--- src/oc_defines.svh ---
// Register offsets, field positions, reset values and limits of the compare unit.
// Assumes an APB slave with 32-bit data, one aligned word per register.
`ifndef OC_DEFINES_SVH
`define OC_DEFINES_SVH

// ==========================================================================
// Register byte offsets
`define OC_ADDR_CMP_HIGH   12'h000
`define OC_ADDR_CMP_LOW    12'h004
`define OC_ADDR_CMP_VALUE  12'h008
`define OC_ADDR_COUNTER    12'h00C
`define OC_ADDR_CONTROL    12'h010
`define OC_ADDR_STATUS     12'h014
`define OC_ADDR_CMP_LIVE   12'h018
`define OC_ADDR_TOP        12'h01C

// ==========================================================================
// Control fields
`define OC_CTL_ACTION_LSB  0
`define OC_CTL_MODE_LSB    2
`define OC_CTL_RUN_BIT     6
`define OC_CTL_FORCE_BIT   7

// ==========================================================================
// Status fields
`define OC_STS_FLAG_BIT    0
`define OC_STS_STATE_BIT   1
`define OC_STS_DIR_BIT     2

// ==========================================================================
// Reset values and limits
`define OC_RST_WORD16      16'h0000
`define OC_RST_TOP         16'h00FF
`define OC_COUNT_MAX       16'hFFFF
`define OC_COUNT_BOTTOM    16'h0000
`define OC_TOP_8BIT        16'h00FF
`define OC_TOP_9BIT        16'h01FF
`define OC_TOP_10BIT       16'h03FF

`endif

--- src/oc_pkg.sv ---
// Types shared by the compare unit files.
// Assumes the defines header for all numeric constants.
package oc_pkg;

  // ========================================================================
  // Compare output actions
  typedef enum logic [1:0] {
    ACT_NONE   = 2'b00,
    ACT_TOGGLE = 2'b01,
    ACT_CLEAR  = 2'b10,
    ACT_SET    = 2'b11
  } action_t;

  // ========================================================================
  // Waveform mode classes
  typedef enum logic [1:0] {
    CLS_NORMAL = 2'b00,
    CLS_CTC    = 2'b01,
    CLS_FAST   = 2'b10,
    CLS_PHASE  = 2'b11
  } mode_class_t;

endpackage

--- src/oc_compare_unit.sv ---
// Output compare channel of a 16-bit timer with an APB register port.
// Assumes one core clock, an active-low asynchronous reset and a 32-bit APB master.
//
// The placing of the registers and the APB register port are this design's own decisions.
`include "oc_defines.svh"

// Functional notes
// - Compare accesses hit the buffer when double buffered, else the live register; OC_ADDR_CMP_LIVE reads always return the live one.
// - The compare value changes only by processor writes or the buffered transfer.
// - Compare reads return both bytes directly, not via the high-byte latch.
// - A high-byte write loads only the shared high-byte latch.
// - A low-byte write stores it plus the latched high byte in one cycle.
// - In non-PWM modes a force strobe makes a compare match event.
// - A forced match sets no flag and leaves the counter alone.
// - A forced match sets, clears or toggles the output as selected.
// - A counter write blocks every match in the next timer cycle.
// - Writing the counter equal to the compare value loses that match.
// - Counter written to variable TOP outside mode 4 skips that TOP and runs to 0xFFFF.
// - The output state keeps its value across mode changes.
// - Action bits are not buffered and take effect at once.
// - Double buffering is on in PWM modes, off in normal and CLEAR_ON_COMPARE_MODE.
// - The buffered value moves to the live register only at TOP or BOTTOM.
// - Reset clears the output state.
module oc_compare_unit (
  input  wire logic        i_core_clk,
  input  wire logic        i_rst_b,
  input  wire logic        i_tick,
  input  wire logic        i_psel,
  input  wire logic        i_penable,
  input  wire logic        i_pwrite,
  input  wire logic [11:0] i_paddr,
  input  wire logic [31:0] i_pwdata,
  output logic      [31:0] o_prdata,
  output logic             o_pready,
  output logic             o_pslverr,
  output logic             o_channel_output_state,
  output logic             o_compare_match_flag
);

  // ========================================================================
  // Declarations
  logic [15:0]         compare_value_reg_r;
  logic [15:0]         compare_buffer_r;
  logic [7:0]          high_latch_r;
  logic [15:0]         counter_value_reg_r;
  logic [15:0]         top_r;
  logic [1:0]          action_r;
  logic [3:0]          waveform_mode_select_r;
  logic                run_r;
  logic                count_up_r;
  logic                block_r;
  logic                match_pend_r;
  logic                flag_r;
  logic                force_r;
  logic [31:0]         prdata_r;
  logic                pready_r;
  logic                pslverr_r;
  logic                out_state;
  logic                pwm;
  logic                dbuf;
  logic                phase;
  logic                at_top;
  logic                at_bottom;
  logic                wr_acc;
  logic                rd_acc;
  logic                cnt_wr;
  logic                match;
  logic                flag_clr;
  logic [15:0]         mode_top;
  logic                var_top;
  logic                tmr_tick;
  logic                wave_event;
  oc_pkg::mode_class_t cls;

  // ========================================================================
  // Mode decode
  function automatic oc_pkg::mode_class_t mode_class(input logic [3:0] m);
    unique case (m)
      4'h0:                      mode_class = oc_pkg::CLS_NORMAL;
      4'h4, 4'hC:                mode_class = oc_pkg::CLS_CTC;
      4'h5, 4'h6, 4'h7, 4'hE, 4'hF: mode_class = oc_pkg::CLS_FAST;
      default:                   mode_class = oc_pkg::CLS_PHASE;
    endcase
  endfunction

  assign cls   = mode_class(waveform_mode_select_r);
  assign pwm   = (cls == oc_pkg::CLS_FAST) || (cls == oc_pkg::CLS_PHASE);
  assign phase = (cls == oc_pkg::CLS_PHASE);
  assign dbuf  = pwm;

  // Fixed TOP for the 8/9/10-bit modes; the TOP register serves modes 8, A, C, D, E, the compare value modes 4, 9, B, F.
  always_comb begin
    var_top  = 1'b0;
    mode_top = top_r;
    unique case (waveform_mode_select_r)
      4'h0:       mode_top = `OC_COUNT_MAX;
      4'h1, 4'h5: mode_top = `OC_TOP_8BIT;
      4'h2, 4'h6: mode_top = `OC_TOP_9BIT;
      4'h3, 4'h7: mode_top = `OC_TOP_10BIT;
      4'h4, 4'h9, 4'hB, 4'hF: mode_top = compare_value_reg_r;
      default:    var_top  = 1'b1;
    endcase
    if (waveform_mode_select_r == 4'h9 || waveform_mode_select_r == 4'hB ||
        waveform_mode_select_r == 4'hF) begin
      var_top = 1'b1;
    end
  end

  assign at_top    = (counter_value_reg_r == mode_top);
  assign at_bottom = (counter_value_reg_r == `OC_COUNT_BOTTOM);

  // ========================================================================
  // Timer cycle
  // The run bit gates the tick, so a stopped timer keeps a pending block for its restart.
  assign tmr_tick = i_tick && run_r;

  // ========================================================================
  // APB decode
  assign wr_acc   = i_psel && i_penable && i_pwrite && pready_r;
  assign rd_acc   = i_psel && !i_penable && !i_pwrite;
  assign cnt_wr   = wr_acc && (i_paddr == `OC_ADDR_COUNTER);
  assign flag_clr = wr_acc && (i_paddr == `OC_ADDR_STATUS) && i_pwdata[`OC_STS_FLAG_BIT];

  // A counter write blocks matches in the next timer cycle, even when the tick is held off.
  assign match = (counter_value_reg_r == compare_value_reg_r) && !block_r;

  // ========================================================================
  // Compare registers
  always_ff @(posedge i_core_clk or negedge i_rst_b) begin
    if (!i_rst_b) begin
      high_latch_r <= 8'h00;
    end else if (wr_acc && i_paddr == `OC_ADDR_CMP_HIGH) begin
      high_latch_r <= i_pwdata[7:0];
    end
  end

  always_ff @(posedge i_core_clk or negedge i_rst_b) begin
    if (!i_rst_b) begin
      compare_buffer_r <= `OC_RST_WORD16;
    end else if (wr_acc && i_paddr == `OC_ADDR_CMP_LOW && dbuf) begin
      compare_buffer_r <= {high_latch_r, i_pwdata[7:0]};
    end
  end

  // Only processor writes or the buffered transfer move it; the counter never does.
  always_ff @(posedge i_core_clk or negedge i_rst_b) begin
    if (!i_rst_b) begin
      compare_value_reg_r <= `OC_RST_WORD16;
    end else if (wr_acc && i_paddr == `OC_ADDR_CMP_LOW && !dbuf) begin
      compare_value_reg_r <= {high_latch_r, i_pwdata[7:0]};
    end else if (dbuf && tmr_tick && (phase ? at_top : at_bottom)) begin
      compare_value_reg_r <= compare_buffer_r;
    end
  end

  // ========================================================================
  // Control
  always_ff @(posedge i_core_clk or negedge i_rst_b) begin
    if (!i_rst_b) begin
      action_r               <= 2'b00;
      waveform_mode_select_r <= 4'h0;
      run_r                  <= 1'b0;
      top_r                  <= `OC_RST_TOP;
    end else if (wr_acc && i_paddr == `OC_ADDR_CONTROL) begin
      action_r               <= i_pwdata[`OC_CTL_ACTION_LSB +: 2];
      waveform_mode_select_r <= i_pwdata[`OC_CTL_MODE_LSB +: 4];
      run_r                  <= i_pwdata[`OC_CTL_RUN_BIT];
    end else if (wr_acc && i_paddr == `OC_ADDR_TOP) begin
      top_r <= i_pwdata[15:0];
    end
  end

  // Strobe lives one cycle only and is dropped in PWM modes.
  always_ff @(posedge i_core_clk or negedge i_rst_b) begin
    if (!i_rst_b) begin
      force_r <= 1'b0;
    end else begin
      force_r <= wr_acc && i_paddr == `OC_ADDR_CONTROL && i_pwdata[`OC_CTL_FORCE_BIT] &&
                 !(mode_class(i_pwdata[`OC_CTL_MODE_LSB +: 4]) inside
                   {oc_pkg::CLS_FAST, oc_pkg::CLS_PHASE});
    end
  end

  // ========================================================================
  // Counter
  always_ff @(posedge i_core_clk or negedge i_rst_b) begin
    if (!i_rst_b) begin
      counter_value_reg_r <= `OC_RST_WORD16;
      count_up_r          <= 1'b1;
    end else if (cnt_wr) begin
      counter_value_reg_r <= i_pwdata[15:0];
    end else if (tmr_tick) begin
      if (phase) begin
        if (count_up_r && at_top && !block_r) begin
          count_up_r          <= 1'b0;
          counter_value_reg_r <= counter_value_reg_r - 16'h0001;
        end else if (!count_up_r && at_bottom) begin
          count_up_r          <= 1'b1;
          counter_value_reg_r <= counter_value_reg_r + 16'h0001;
        end else begin
          counter_value_reg_r <= count_up_r ? counter_value_reg_r + 16'h0001
                                            : counter_value_reg_r - 16'h0001;
        end
      // A counter written to a variable TOP outside mode 4 skips that wrap and runs on to the maximum.
      end else if (at_top && cls != oc_pkg::CLS_NORMAL && !(var_top && block_r)) begin
        counter_value_reg_r <= `OC_COUNT_BOTTOM;
      end else begin
        counter_value_reg_r <= counter_value_reg_r + 16'h0001;
        count_up_r          <= 1'b1;
      end
    end
  end

  // The block holds until the next timer tick has been consumed.
  always_ff @(posedge i_core_clk or negedge i_rst_b) begin
    if (!i_rst_b) begin
      block_r <= 1'b0;
    end else if (cnt_wr) begin
      block_r <= 1'b1;
    end else if (tmr_tick) begin
      block_r <= 1'b0;
    end
  end

  // ========================================================================
  // Match flag
  always_ff @(posedge i_core_clk or negedge i_rst_b) begin
    if (!i_rst_b) begin
      match_pend_r <= 1'b0;
    end else if (tmr_tick) begin
      match_pend_r <= match;
    end
  end

  // Setting wins over a simultaneous software clear; a force never sets it.
  always_ff @(posedge i_core_clk or negedge i_rst_b) begin
    if (!i_rst_b) begin
      flag_r <= 1'b0;
    end else if (tmr_tick && match_pend_r) begin
      flag_r <= 1'b1;
    end else if (flag_clr) begin
      flag_r <= 1'b0;
    end
  end

  // ========================================================================
  // Output state
  // A force reaches the output one cycle after its write, as the strobe is registered.
  // Forced events never touch the flag path, which only follows real matches.
  assign wave_event = (tmr_tick && match) || force_r;

  oc_wave_action oc_wave_action_inst (
    .i_core_clk (i_core_clk),
    .i_rst_b    (i_rst_b),
    .i_event    (wave_event),
    .i_up       (count_up_r),
    .i_pwm      (phase),
    .i_action   (oc_pkg::action_t'(action_r)),
    .o_state    (out_state)
  );

  // ========================================================================
  // APB answer
  always_ff @(posedge i_core_clk or negedge i_rst_b) begin
    if (!i_rst_b) begin
      pready_r  <= 1'b0;
      pslverr_r <= 1'b0;
      prdata_r  <= 32'h0000_0000;
    end else begin
      pready_r  <= i_psel && !i_penable;
      pslverr_r <= i_psel && !i_penable && (i_paddr > `OC_ADDR_TOP || i_paddr[1:0] != 2'b00);
      if (rd_acc) begin
        unique case (i_paddr)
          `OC_ADDR_CMP_HIGH:  prdata_r <= {24'h00_0000,
                                           dbuf ? compare_buffer_r[15:8]
                                                : compare_value_reg_r[15:8]};
          `OC_ADDR_CMP_LOW:   prdata_r <= {24'h00_0000,
                                           dbuf ? compare_buffer_r[7:0]
                                                : compare_value_reg_r[7:0]};
          `OC_ADDR_CMP_VALUE: prdata_r <= {16'h0000,
                                           dbuf ? compare_buffer_r : compare_value_reg_r};
          `OC_ADDR_COUNTER:   prdata_r <= {16'h0000, counter_value_reg_r};
          `OC_ADDR_CONTROL:   prdata_r <= {25'h000_0000, run_r, waveform_mode_select_r,
                                           action_r};
          `OC_ADDR_STATUS:    prdata_r <= {29'h0000_0000, count_up_r, out_state, flag_r};
          `OC_ADDR_CMP_LIVE:  prdata_r <= {16'h0000, compare_value_reg_r};
          `OC_ADDR_TOP:       prdata_r <= {16'h0000, top_r};
          default:            prdata_r <= 32'h0000_0000;
        endcase
      end
    end
  end

  assign o_prdata               = prdata_r;
  assign o_pready               = pready_r;
  assign o_pslverr              = pslverr_r;
  assign o_channel_output_state = out_state;
  assign o_compare_match_flag   = flag_r;

endmodule // oc_compare_unit

--- src/oc_wave_action.sv ---
// Applies a compare output action to the channel output state.
// Assumes match and force pulses from the same clock domain.
module oc_wave_action (
  input  wire logic            i_core_clk,
  input  wire logic            i_rst_b,
  input  wire logic            i_event,
  input  wire logic            i_up,
  input  wire logic            i_pwm,
  input  wire oc_pkg::action_t i_action,
  output logic                 o_state
);

  logic state_r;
  logic state_nxt;

  // ========================================================================
  // Next state
  // In phase-correct PWM modes clear and set invert on the down slope so pulses stay symmetric.
  always_comb begin
    state_nxt = state_r;
    if (i_event) begin
      unique case (i_action)
        oc_pkg::ACT_NONE:   state_nxt = state_r;
        oc_pkg::ACT_TOGGLE: state_nxt = ~state_r;
        oc_pkg::ACT_CLEAR:  state_nxt = (i_pwm && !i_up) ? 1'b1 : 1'b0;
        oc_pkg::ACT_SET:    state_nxt = (i_pwm && !i_up) ? 1'b0 : 1'b1;
      endcase
    end
  end

  // State is untouched by mode changes; only events move it.
  always_ff @(posedge i_core_clk or negedge i_rst_b) begin
    if (!i_rst_b) begin
      state_r <= 1'b0;
    end else begin
      state_r <= state_nxt;
    end
  end

  assign o_state = state_r;

endmodule // oc_wave_action
--- config.mk ---
export PLATFORM = sky130hd
export DESIGN_NAME = oc_compare_unit
export DESIGN_NICKNAME = d
export VERILOG_FILES = /design/src/oc_pkg.sv /design/src/oc_compare_unit.sv /design/src/oc_wave_action.sv
export VERILOG_INCLUDE_DIRS = /design/src /design/src/src
export SDC_FILE = /design/constraint.sdc
export NUM_CORES = 1
export LEC_CHECK = 0
export BUFFER_PORTS_ARGS = -buffer_cell sky130_fd_sc_hd__buf_4
export CORE_ASPECT_RATIO = 0.8
export CORE_MARGIN = 2
export CORE_UTILIZATION = 32
export CTS_CLUSTER_SIZE = 28
export DETAILED_ROUTE_END_ITERATION = 7
export PLACE_DENSITY = 0.49
export SLEW_MARGIN = 20
export SYNTH_ARGS = -nofsm -noshare
export SYNTH_HDL_FRONTEND = slang
export SYNTH_HIERARCHICAL = 1
export SYNTH_SLANG_ARGS = --single-unit
--- constraint.sdc ---
create_clock -name i_core_clk -period 7.42 [get_ports i_core_clk]
set_input_delay 0.371 -clock i_core_clk [delete_from_list [all_inputs] [get_ports i_core_clk]]
set_output_delay 0.371 -clock i_core_clk [all_outputs]
set_load 0.01 [all_outputs]
==> results of run 1 <==
-- layout make-up --
cell class                      count  share of cell area (%)
Sequential cell                   103                    33.4
Tap cell                          275                    4.44
Clock inverter                      7                    1.11
Multi-Input combinational cell    597                    51.2
Clock buffer                        9                    2.91
Timing Repair Buffer               65                    6.30
Inverter                           14                   0.678
-- stage by stage --
stage	hold WS, ps	utilization [%]	total power [uW]
floorplan	75.4	-	618
global placement	397	34.8	672
detailed placement	395	34.8	672
CTS	3.47	36.2	1170
global route	26.7	36.2	1190
finish	-15.2	36.2	1160
-- final timing paths --
| kind | to | cells after the start | slack (ps) | start |
|---|---|---|---|---|
| max in group asynchronous | o_prdata[14] | 2 | 6200 | i_rst_b |
| setup / recovery | counter_value_reg_r[6] | 11 | 3140 | waveform_mode_select_r[3] |
| setup reg to reg | counter_value_reg_r[6] | 11 | 3140 | waveform_mode_select_r[3] |
| hold / removal | counter_value_reg_r[7] | 1 | -20 | i_rst_b |
| min in group i_core_clk | counter_value_reg_r[12] | 3 | 250 | i_pwdata[12] |
| hold reg to reg | match_pend_r | 2 | 480 | match_pend_r |
-- cell usage after synthesis, types with 3 or more instances --
master,instances
a31oi_1,14
a41oi_1,7
nand2_1,72
inv_1,13
or4_1,4
a21oi_1,54
dfrtp_1,94
nand2b_1,18
o211ai_1,3
clkbuf_1,36
dfstp_2,9
xnor2_1,13
a32o_1,3
nor2b_1,5
and2_1,4
nor4_1,8
nor3_1,20
o2bb2ai_1,3
nand3_1,23
o21ai_0,32
buf_2,12
and3_1,13
mux2_2,49
a22oi_1,9
nor2_1,70
o31ai_1,4
o22ai_1,9
xor2_1,21
ha_1,4
a22o_1,9
a211oi_1,3
a2111oi_0,3
buf_4,18
a222oi_1,8
nor3b_1,3
mux2i_1,27
buf_1,3
a221oi_1,14
or3_1,4
nand4_1,5
-- sequential cells by signal (all words and copies together), names as in the netlist --
| name | cells |
|---|---|
| oc_wave_action_inst/o_state | 1 |
| o_prdata | 16 |
| compare_buffer_r | 16 |
| waveform_mode_select_r | 4 |
| match_pend_r | 1 |
| top_r | 16 |
| block_r | 1 |
| o_pready | 1 |
| o_pslverr | 1 |
| force_r | 1 |
| high_latch_r | 8 |
| counter_value_reg_r | 16 |
| compare_value_reg_r | 16 |
| o_compare_match_flag | 1 |
| action_r | 2 |
| count_up_r | 1 |
| run_r | 1 |
-- layer usage --
layer  part of all wire [%]  track usage, %  vias to the layer above  wire length [um]
met3                    6.0            2.45                       22              1420
met2                     44            31.8                      256             10400
met4                    1.2            4.21                        0               273
met1                     49            31.8                     3030             11400
met5                      0               0                        -                 0
li1                       -               -                     2861                 -
-- cells by family after synthesis --
| group | count (synthesis) | synth area share [%] |
|---|---|---|
| xor+xnor | 34 | 4.32 |
| compound gates | 203 | 20.5 |
| flops | 103 | 37.5 |
| mux | 76 | 11.9 |
| other cells | 1 | 0.0544 |
| simple gates | 264 | 19.0 |
| fa+ha+maj | 4 | 0.726 |
| buf+inv | 84 | 5.88 |
-- report_power, final --
part | switching (uW) | total, uW | internal, uW
Clock | 254 | 497 | 243
Sequential | 6.34 | 578 | 571
Combinational | 49.0 | 81.3 | 32.2
Total | 310 | 1160 | 847
-- worst max-delay path, delay by kind of cell, from the launching register on --
kind	cells	cell delay, ps
flops	1	810
buf+inv	2	670
simple gates	4	1390
compound gates	5	1310
==> impl_metrics.yaml, run 1 <==
synthesis:
  synth_edf_count: 0
  synth-seq-cells: 103
  synthArstFlopShare_pct: 100
  synth_cell_type_count: 77
  yosysWarnings: 6
  synth-main-ff-cell: "dfrtp_1"
  synth.area.top_cells: "dfrtp_1, mux2_2, a21oi_1"
  avgSynthCellArea_sq_um: 8.97
  yosysTopAreaCell: "dfrtp_1"
  syn_inst: 769
  netlist_area_sq_mm: 0.00690
  synth_top_area_share_pct: 34.1
  yosysSeqAreaShare_pct: 37.5
power_and_ir_drop:
  p_leak_uw: 0.00344
  p_per_area_mw_per_mm2: 149
  irDropWorstVdd_mv: 0.132
grt:
  grt_pass1_vias: 5623
  grt_max_degree: 67
  grt_usage_pct: 20.9
  grt_antenna_before_repair: 0
  overflow: 0
  grt_pass1_wl_mm: 35.9
routing:
  drc: 0
  ant_nets: 0
  post_drt_via_cell_ratio: 5.77
  num_vias: 6169
  wirelength_mm: 23.5
  drt-pass1-iter-count: 5
  drtIter0Drc: 713
  avgRoutedWirePerCell_um: 21.9
finish:
  area_growth_pct: 12.4
  n_fill_cell: 2242
  drive_above_1_share_pct: 19.4
  mostFrequentLayoutCells: "dfrtp_1, nand2_1, nor2_1, buf_4, a21oi_1"
  multiInputGateArea_sq_mm: 0.00396
  final_cell_area_sq_mm: 0.00775
  num_antenna_cells: 0
  stdcell_count: 1070
  ff_latch_area_sq_mm: 0.00259
  layout_commonest_cell: "dfrtp_1"
  layout.nets: 844
timing:
  relSlewSlack_pct: 22.6
  finalHoldViolCount: 6
  skew_ps: 10.2
  max_freq_mhz: 234
  finalSetupViolCount: 0
  maxSlewViolCount: 0
  min_period_ps: 4280
  finalCritPeriodShare_pct: 57.6
  whs_ps: -15.2
  worst_pin_slew_ps: 1160
  setup_slack_ps: 3140
  grt_setup_unrepaired: "false"
  finalSetupTns_ps: 0
setup_path:
  crit_fanout: 31
  crit_type: "reg -> reg"
  max_stage_delay_ps: 810
  worstSetupEndpointType: "flop"
  crit_path_top_delay_cell: "dfrtp_1"
  worstPathArrival_ps: 4560
  required_ps: 7700
  worst_setup_path_start_kind: "flop"
  crit_chain: "buf_4, inv_1, o2bb2ai_1, a221oi_1, nor4b_2, nand4_1, nor4b_4, a31oi_2, a2bb2oi_1, or3_1, a31oi_1"
hold_path:
  hold_path.class: "in -> async"
floorplanning:
  io_pins: 86
  die_w_um: 168
  start_util_pct: 32.3
  core_area_sq_mm: 0.0214
  dieArea_sq_mm: 0.0227
  row_count: 48
  die_h_um: 135
placement:
  dp_hpwl_mm: 16.5
  placed_cells: 1054
  post-place-ws_ps: 3270
  io_buffer_count: 53
  dpl_cell_area_sq_mm: 0.00743
  gp_congestion: 0.902
cts:
  root_buffer: "clkbuf_16"
  cts_tree: "done"
  postCtsHoldBufs: 0
  cts_resized: 0
  h-tree-depth: 3
  cts_max_path_buffers: 2
  clk_latency_ps: 370
  post_cts_buffers: 0
  clock-sinks: 103
  cts.reportedPaths.clkPinSlew_ps: 80
  cts_buffers: 9
run:
  drv_cap: 0
status:
  violations: "negative hold slack"
  outcome: "finished with violations"
Power figures use the tool's default switching activity.
==> run 2, diff against run 1 <==
Settings changed: PLACE_DENSITY 0.49 to 0.51.
Clock period 7.42 ns to 3.65 ns, I/O delays scaled along.
==> run 2 against run 1 <==
Net effect: the flow finishes with violations (design-rule violations); routed wire length is 2.0% higher; combinational power rose by 110%; final area is 3.5% higher; flip-flop and latch count unchanged; global-route usage up 0.46 points; die area unchanged; non-clock buffer count rose by 29; count of clock-buffer cells in the layout did not move; fmax rose by 25%; worst setup slack lost 2900 ps; critical endpoint is now counter_value_reg_r[15]; largest cell class unchanged; highest routed layer unchanged.
==> impl_metrics.yaml, run 2 (synthesis results as in run 1) <==
power_and_ir_drop:
  pwr-share-comb_pct: 7.0
  p_leak_uw: 0.00359
  p_per_area_mw_per_mm2: 301
  power.total_uw: 2420
  internal_power_uw: 1780
  pwr-share-seq_pct: 48.6
  power_switching_uw: 631
  irDropWorstVdd_mv: 0.215
  clkPwrFrac_pct: 44.4
  netSwitchingFraction_pct: 26.1
routing:
  post_drt_via_cell_ratio: 5.71
  drtIter0Drc: 790
  drc: 3
  avgRoutedWirePerCell_um: 21.8
  drt-pass1-iter-count: 8
  wirelength_mm: 23.9
  ant_nets: 0
  num_vias: 6270
finish:
  mostFrequentLayoutCells: "dfrtp_1, buf_4, nand2_1, nor2_1, a21oi_1"
  n_fill_cell: 2203
  layout.nets: 873
  area_growth_pct: 16.3
  drive_above_1_share_pct: 22.2
  stdcell_count: 1099
  num_antenna_cells: 0
  layout_commonest_cell: "dfrtp_1"
setup_path:
  crit_fanout: 9
  crit_path_top_delay_cell: "or4b_4"
  crit_type: "reg -> reg"
  worst_setup_path_start_kind: "flop"
  r2r_slack_ps: 220
  max_stage_delay_ps: 560
  required_ps: 3940
  worstPathArrival_ps: 3720
  cp-startpoint: "waveform_mode_select_r[3]"
  r2r_start: "waveform_mode_select_r[3]"
  crit_chain: "or4b_4, a21oi_2, a211oi_1, nor4b_2, nand4_1, nor4b_4, buf_4, a31o_2, a311oi_1, a311o_1, a21oi_1"
  worstSetupEndpointType: "flop"
timing:
  worst_pin_slew_ps: 852
  finalCritPeriodShare_pct: 93.9
  min_period_ps: 3430
  relSlewSlack_pct: 43.0
  skew_ps: 7.69
  grt_setup_unrepaired: "false"
  finalSetupTns_ps: 0
  finalSetupViolCount: 0
  finalHoldViolCount: 0
  max_freq_mhz: 292
  maxSlewViolCount: 0
hold_path:
  hold_path.class: "in -> reg"
  min_from: "i_pwdata[12]"
grt:
  grt_usage_pct: 21.3
  grt_pass1_wl_mm: 36.4
  overflow: 0
  grt_max_degree: 52
  grt_pass1_vias: 5707
  grt_antenna_before_repair: 1
floorplanning:
  core_area_sq_mm: 0.0214
  io_pins: 86
  die_w_um: 168
  row_count: 48
  start_util_pct: 32.3
  dieArea_sq_mm: 0.0227
  die_h_um: 135
cts:
  cts.reportedPaths.clkPinSlew_ps: 80
  cts_tree: "done"
  h-tree-depth: 3
  cts_buffers: 9
  clk_latency_ps: 370
  cts_max_path_buffers: 2
  clock-sinks: 103
  root_buffer: "clkbuf_16"
placement:
  dp_hpwl_mm: 17.1
  gp_congestion: 0.945
  io_buffer_count: 53
  placed_cells: 1079
status:
  outcome: "finished with violations"
  violations: "design-rule violations"
run:
  drv_cap: 0
==> run 2: through the flow <==
step	utilization (%)	cell area [sq um]	hold WS, ps	setup slack, ps
after floorplan	-	6950	-113	621
after global placement	35.8	7650	298	223
after detailed placement	35.8	7650	292	129
after CTS	37.3	7980	38.3	114
after global routing	37.5	8020	46.3	30.6
final	37.5	8020	50.7	223
==> run 2: final cells by class <==
| cell class | count | area [sq um] | share of cell area [%] |
|---|---|---|---|
| Clock buffer | 9 | 225 | 2.81 |
| Clock inverter | 7 | 100 | 1.25 |
| Inverter | 14 | 56.3 | 0.702 |
| Multi-Input combinational cell | 597 | 3970 | 49.5 |
| Sequential cell | 103 | 2590 | 32.3 |
| Tap cell | 275 | 344 | 4.29 |
| Timing Repair Buffer | 94 | 733 | 9.14 |
==> run 2: worst max-delay path: cells and delay by family, from the launching register on <==
family | cells | cell delay, ps
compound gates | 6 | 1090
buf+inv | 1 | 190
flops | 1 | 500
simple gates | 4 | 1580
==> run 2: final timing paths <==
kind | endpoint | depth (start not counted)
setup / recovery | counter_value_reg_r[15] | 11
hold / removal | counter_value_reg_r[12] | 3
setup reg to reg | counter_value_reg_r[15] | 11
hold reg to reg | match_pend_r | 2
max in group asynchronous | compare_value_reg_r[12] | 3
min in group asynchronous | counter_value_reg_r[5] | 2
==> run 2: power by group through the flow <==
stage | sequential (uW) | clock [uW] | combinational [uW]
after floorplan | 1200 | 0 | 51.3
after global placement | 1200 | 0 | 171
final | 1170 | 1070 | 169
after global routing | 1180 | 1140 | 185
after detailed placement | 1200 | 0 | 171
after CTS | 1170 | 1100 | 172
==> run 2: repair_timing <==
| action | CTS | global route |
|---|---|---|
| endpoints found under the setup margin | 0 | 23 |
| hold buffers | 1 | 0 |
| hold endpoints to repair | 41 | 0 |
| resized for setup | 0 | 3 |
| setup buffers | 0 | 3 |
==> run 2: routing by layer <==
metal  vias up  part of all wire, %  GRT usage [%]
met5         -                    0              0
met4         0                  1.5           4.55
met3        28                  6.7           3.51
met2       289                   43           30.9
met1      3039                   49           33.1
li1       2914                    -              -
==> run 3, diff against run 2 <==
Settings changed: PLACE_DENSITY 0.51 to 0.49.
Clock period 3.65 ns to 4.45 ns, I/O delays scaled along.
==> run 3 against run 2 <==
Net effect: via count about the same; clock power down 25%; critical endpoint is now counter_value_reg_r[11]; the run now ends clean; clock skew down 0.60 ps; critical path type unchanged; critical path depth up 1; routed wire length up 0.56%.
==> impl_metrics.yaml, run 3 (synthesis results as in run 1) <==
status:
  outcome: "completed"
timing:
  maxSlewViolCount: 0
  finalCritPeriodShare_pct: 83.2
  finalSetupViolCount: 0
  min_period_ps: 3700
  grt_setup_unrepaired: "false"
  max_freq_mhz: 270
  skew_ps: 7.08
  finalSetupTns_ps: 0
  relSlewSlack_pct: 41.3
  finalHoldViolCount: 0
  worst_pin_slew_ps: 875
routing:
  drtIter0Drc: 744
  ant_nets: 0
  post_drt_via_cell_ratio: 5.76
  avgRoutedWirePerCell_um: 22.1
  drt-pass1-iter-count: 6
  wirelength_mm: 24.1
  drc: 0
  num_vias: 6269
cts:
  cts.reportedPaths.clkPinSlew_ps: 80
  clk_latency_ps: 360
  cts_resized: 0
  cts_max_path_buffers: 2
  clock-sinks: 103
  cts_buffers: 9
  h-tree-depth: 3
  post_cts_buffers: 0
  root_buffer: "clkbuf_16"
  cts_tree: "done"
  postCtsHoldBufs: 1
power_and_ir_drop:
  p_leak_uw: 0.00352
  p_per_area_mw_per_mm2: 242
  power.total_uw: 1910
  irDropWorstVdd_mv: 0.177
finish:
  layout_commonest_cell: "dfrtp_1"
  n_fill_cell: 2236
  num_antenna_cells: 0
  area_growth_pct: 14.0
  layout.nets: 862
  mostFrequentLayoutCells: "dfrtp_1, buf_4, nand2_1, nor2_1, a21oi_1"
  final_cell_area_sq_mm: 0.00786
  stdcell_count: 1088
  drive_above_1_share_pct: 20.9
floorplanning:
  die_w_um: 168
  dieArea_sq_mm: 0.0227
  io_pins: 86
  row_count: 48
  core_area_sq_mm: 0.0214
  die_h_um: 135
  start_util_pct: 32.3
grt:
  grt_antenna_before_repair: 1
  grt.busiest_layer: "met1"
  grt_max_degree: 60
  grt_pass1_vias: 5749
  grt_pass1_wl_mm: 36.5
  overflow: 0
  use_met3_pct: 2.95
  grt_usage_pct: 21.2
  met1_usage_pct: 32.7
  met2_usage_pct: 31.1
setup_path:
  cp-startpoint: "waveform_mode_select_r[3]"
  crit_fanout: 24
  rr_worst_depth: 12
  r2r_start: "waveform_mode_select_r[3]"
  crit_type: "reg -> reg"
  worst_setup_path_start_kind: "flop"
  r2r_end: "counter_value_reg_r[11]"
  worstSetupEndpointType: "flop"
  r2r_slack_ps: 750
  worstPathArrival_ps: 3930
  required_ps: 4680
hold_path:
  whs_path_depth: 3
  min_from: "i_pwdata[12]"
  hold_path.class: "in -> reg"
  min_to: "counter_value_reg_r[12]"
run:
  drv_cap: 0
placement:
  dp_hpwl_mm: 17.2
  gp_congestion: 0.916
  placed_cells: 1071
  dpl_cell_area_sq_mm: 0.00756
  io_buffer_count: 53
## run 3: changes by cell type in the layout (fill, tap and decap cells not counted)
cell / change
buf_4: -9
buf_12: -2
clkinv_2: +2
bufinv_16: -1
clkbuf_8: +1
clkinv_1: +1
clkinv_4: -1
clkinv_8: -1
clkinvlp_4: -1
inv_6: +1
inv_8: -1
nor3_1: +1
nor3_4: -1
## run 3: worst max-delay path, stage by stage (launching register included)
cell and delay [ps]:
dfrtp_1 550, buf_4 310, nor3_1 690, o21ai_0 200, o211ai_1 160, xor2_1 90
nor2_1 170, nor4b_4 300, buf_4 210, a31oi_1 80, buf_4 220, a2111oi_0 440
nor3_1 110
## run 3: per-layer routing
layer	share of wire, %	routed length [um]
met1	49	11900
met4	1.5	351
met2	43	10300
met3	6.1	1480
met5	0	0
## run 3: worst max path at each step
stage,cells past startpoint,slack [ps],to
floorplan,11,1420,counter_value_reg_r[5]
detailed placement,12,820,counter_value_reg_r[5]
CTS,12,790,counter_value_reg_r[5]
global route,14,490,counter_value_reg_r[5]
global placement,12,860,counter_value_reg_r[5]
finish,12,750,counter_value_reg_r[11]
## run 3: power by group
part	switching (uW)	total [uW]	internal (uW)	leakage [uW]
Combinational	81.2	136	55.1	0.00201
Sequential	12.2	965	952	0.00136
Clock	400	805	405	0.000146
## run 3: area by class of cell
cell class | instances | area [sq um] | share of cell area, %
sequential | 103 | 2590 | 32.9
tap | 275 | 344 | 4.38
timing repair buffer | 83 | 626 | 7.96
clock buffer | 10 | 239 | 3.04
inverter | 14 | 52.6 | 0.668
clock inverter | 6 | 52.6 | 0.668
multi-input combinational | 597 | 3960 | 50.4
## run 3: through the flow
step	setup slack (ps)	util, %	hold WS (ps)
final	748	36.8	98.6
after global routing	488	36.8	98.1
after CTS	794	36.8	84.8
after detailed placement	816	35.4	50.3
after global placement	860	35.4	53.6
after floorplan	1420	-	-73.1
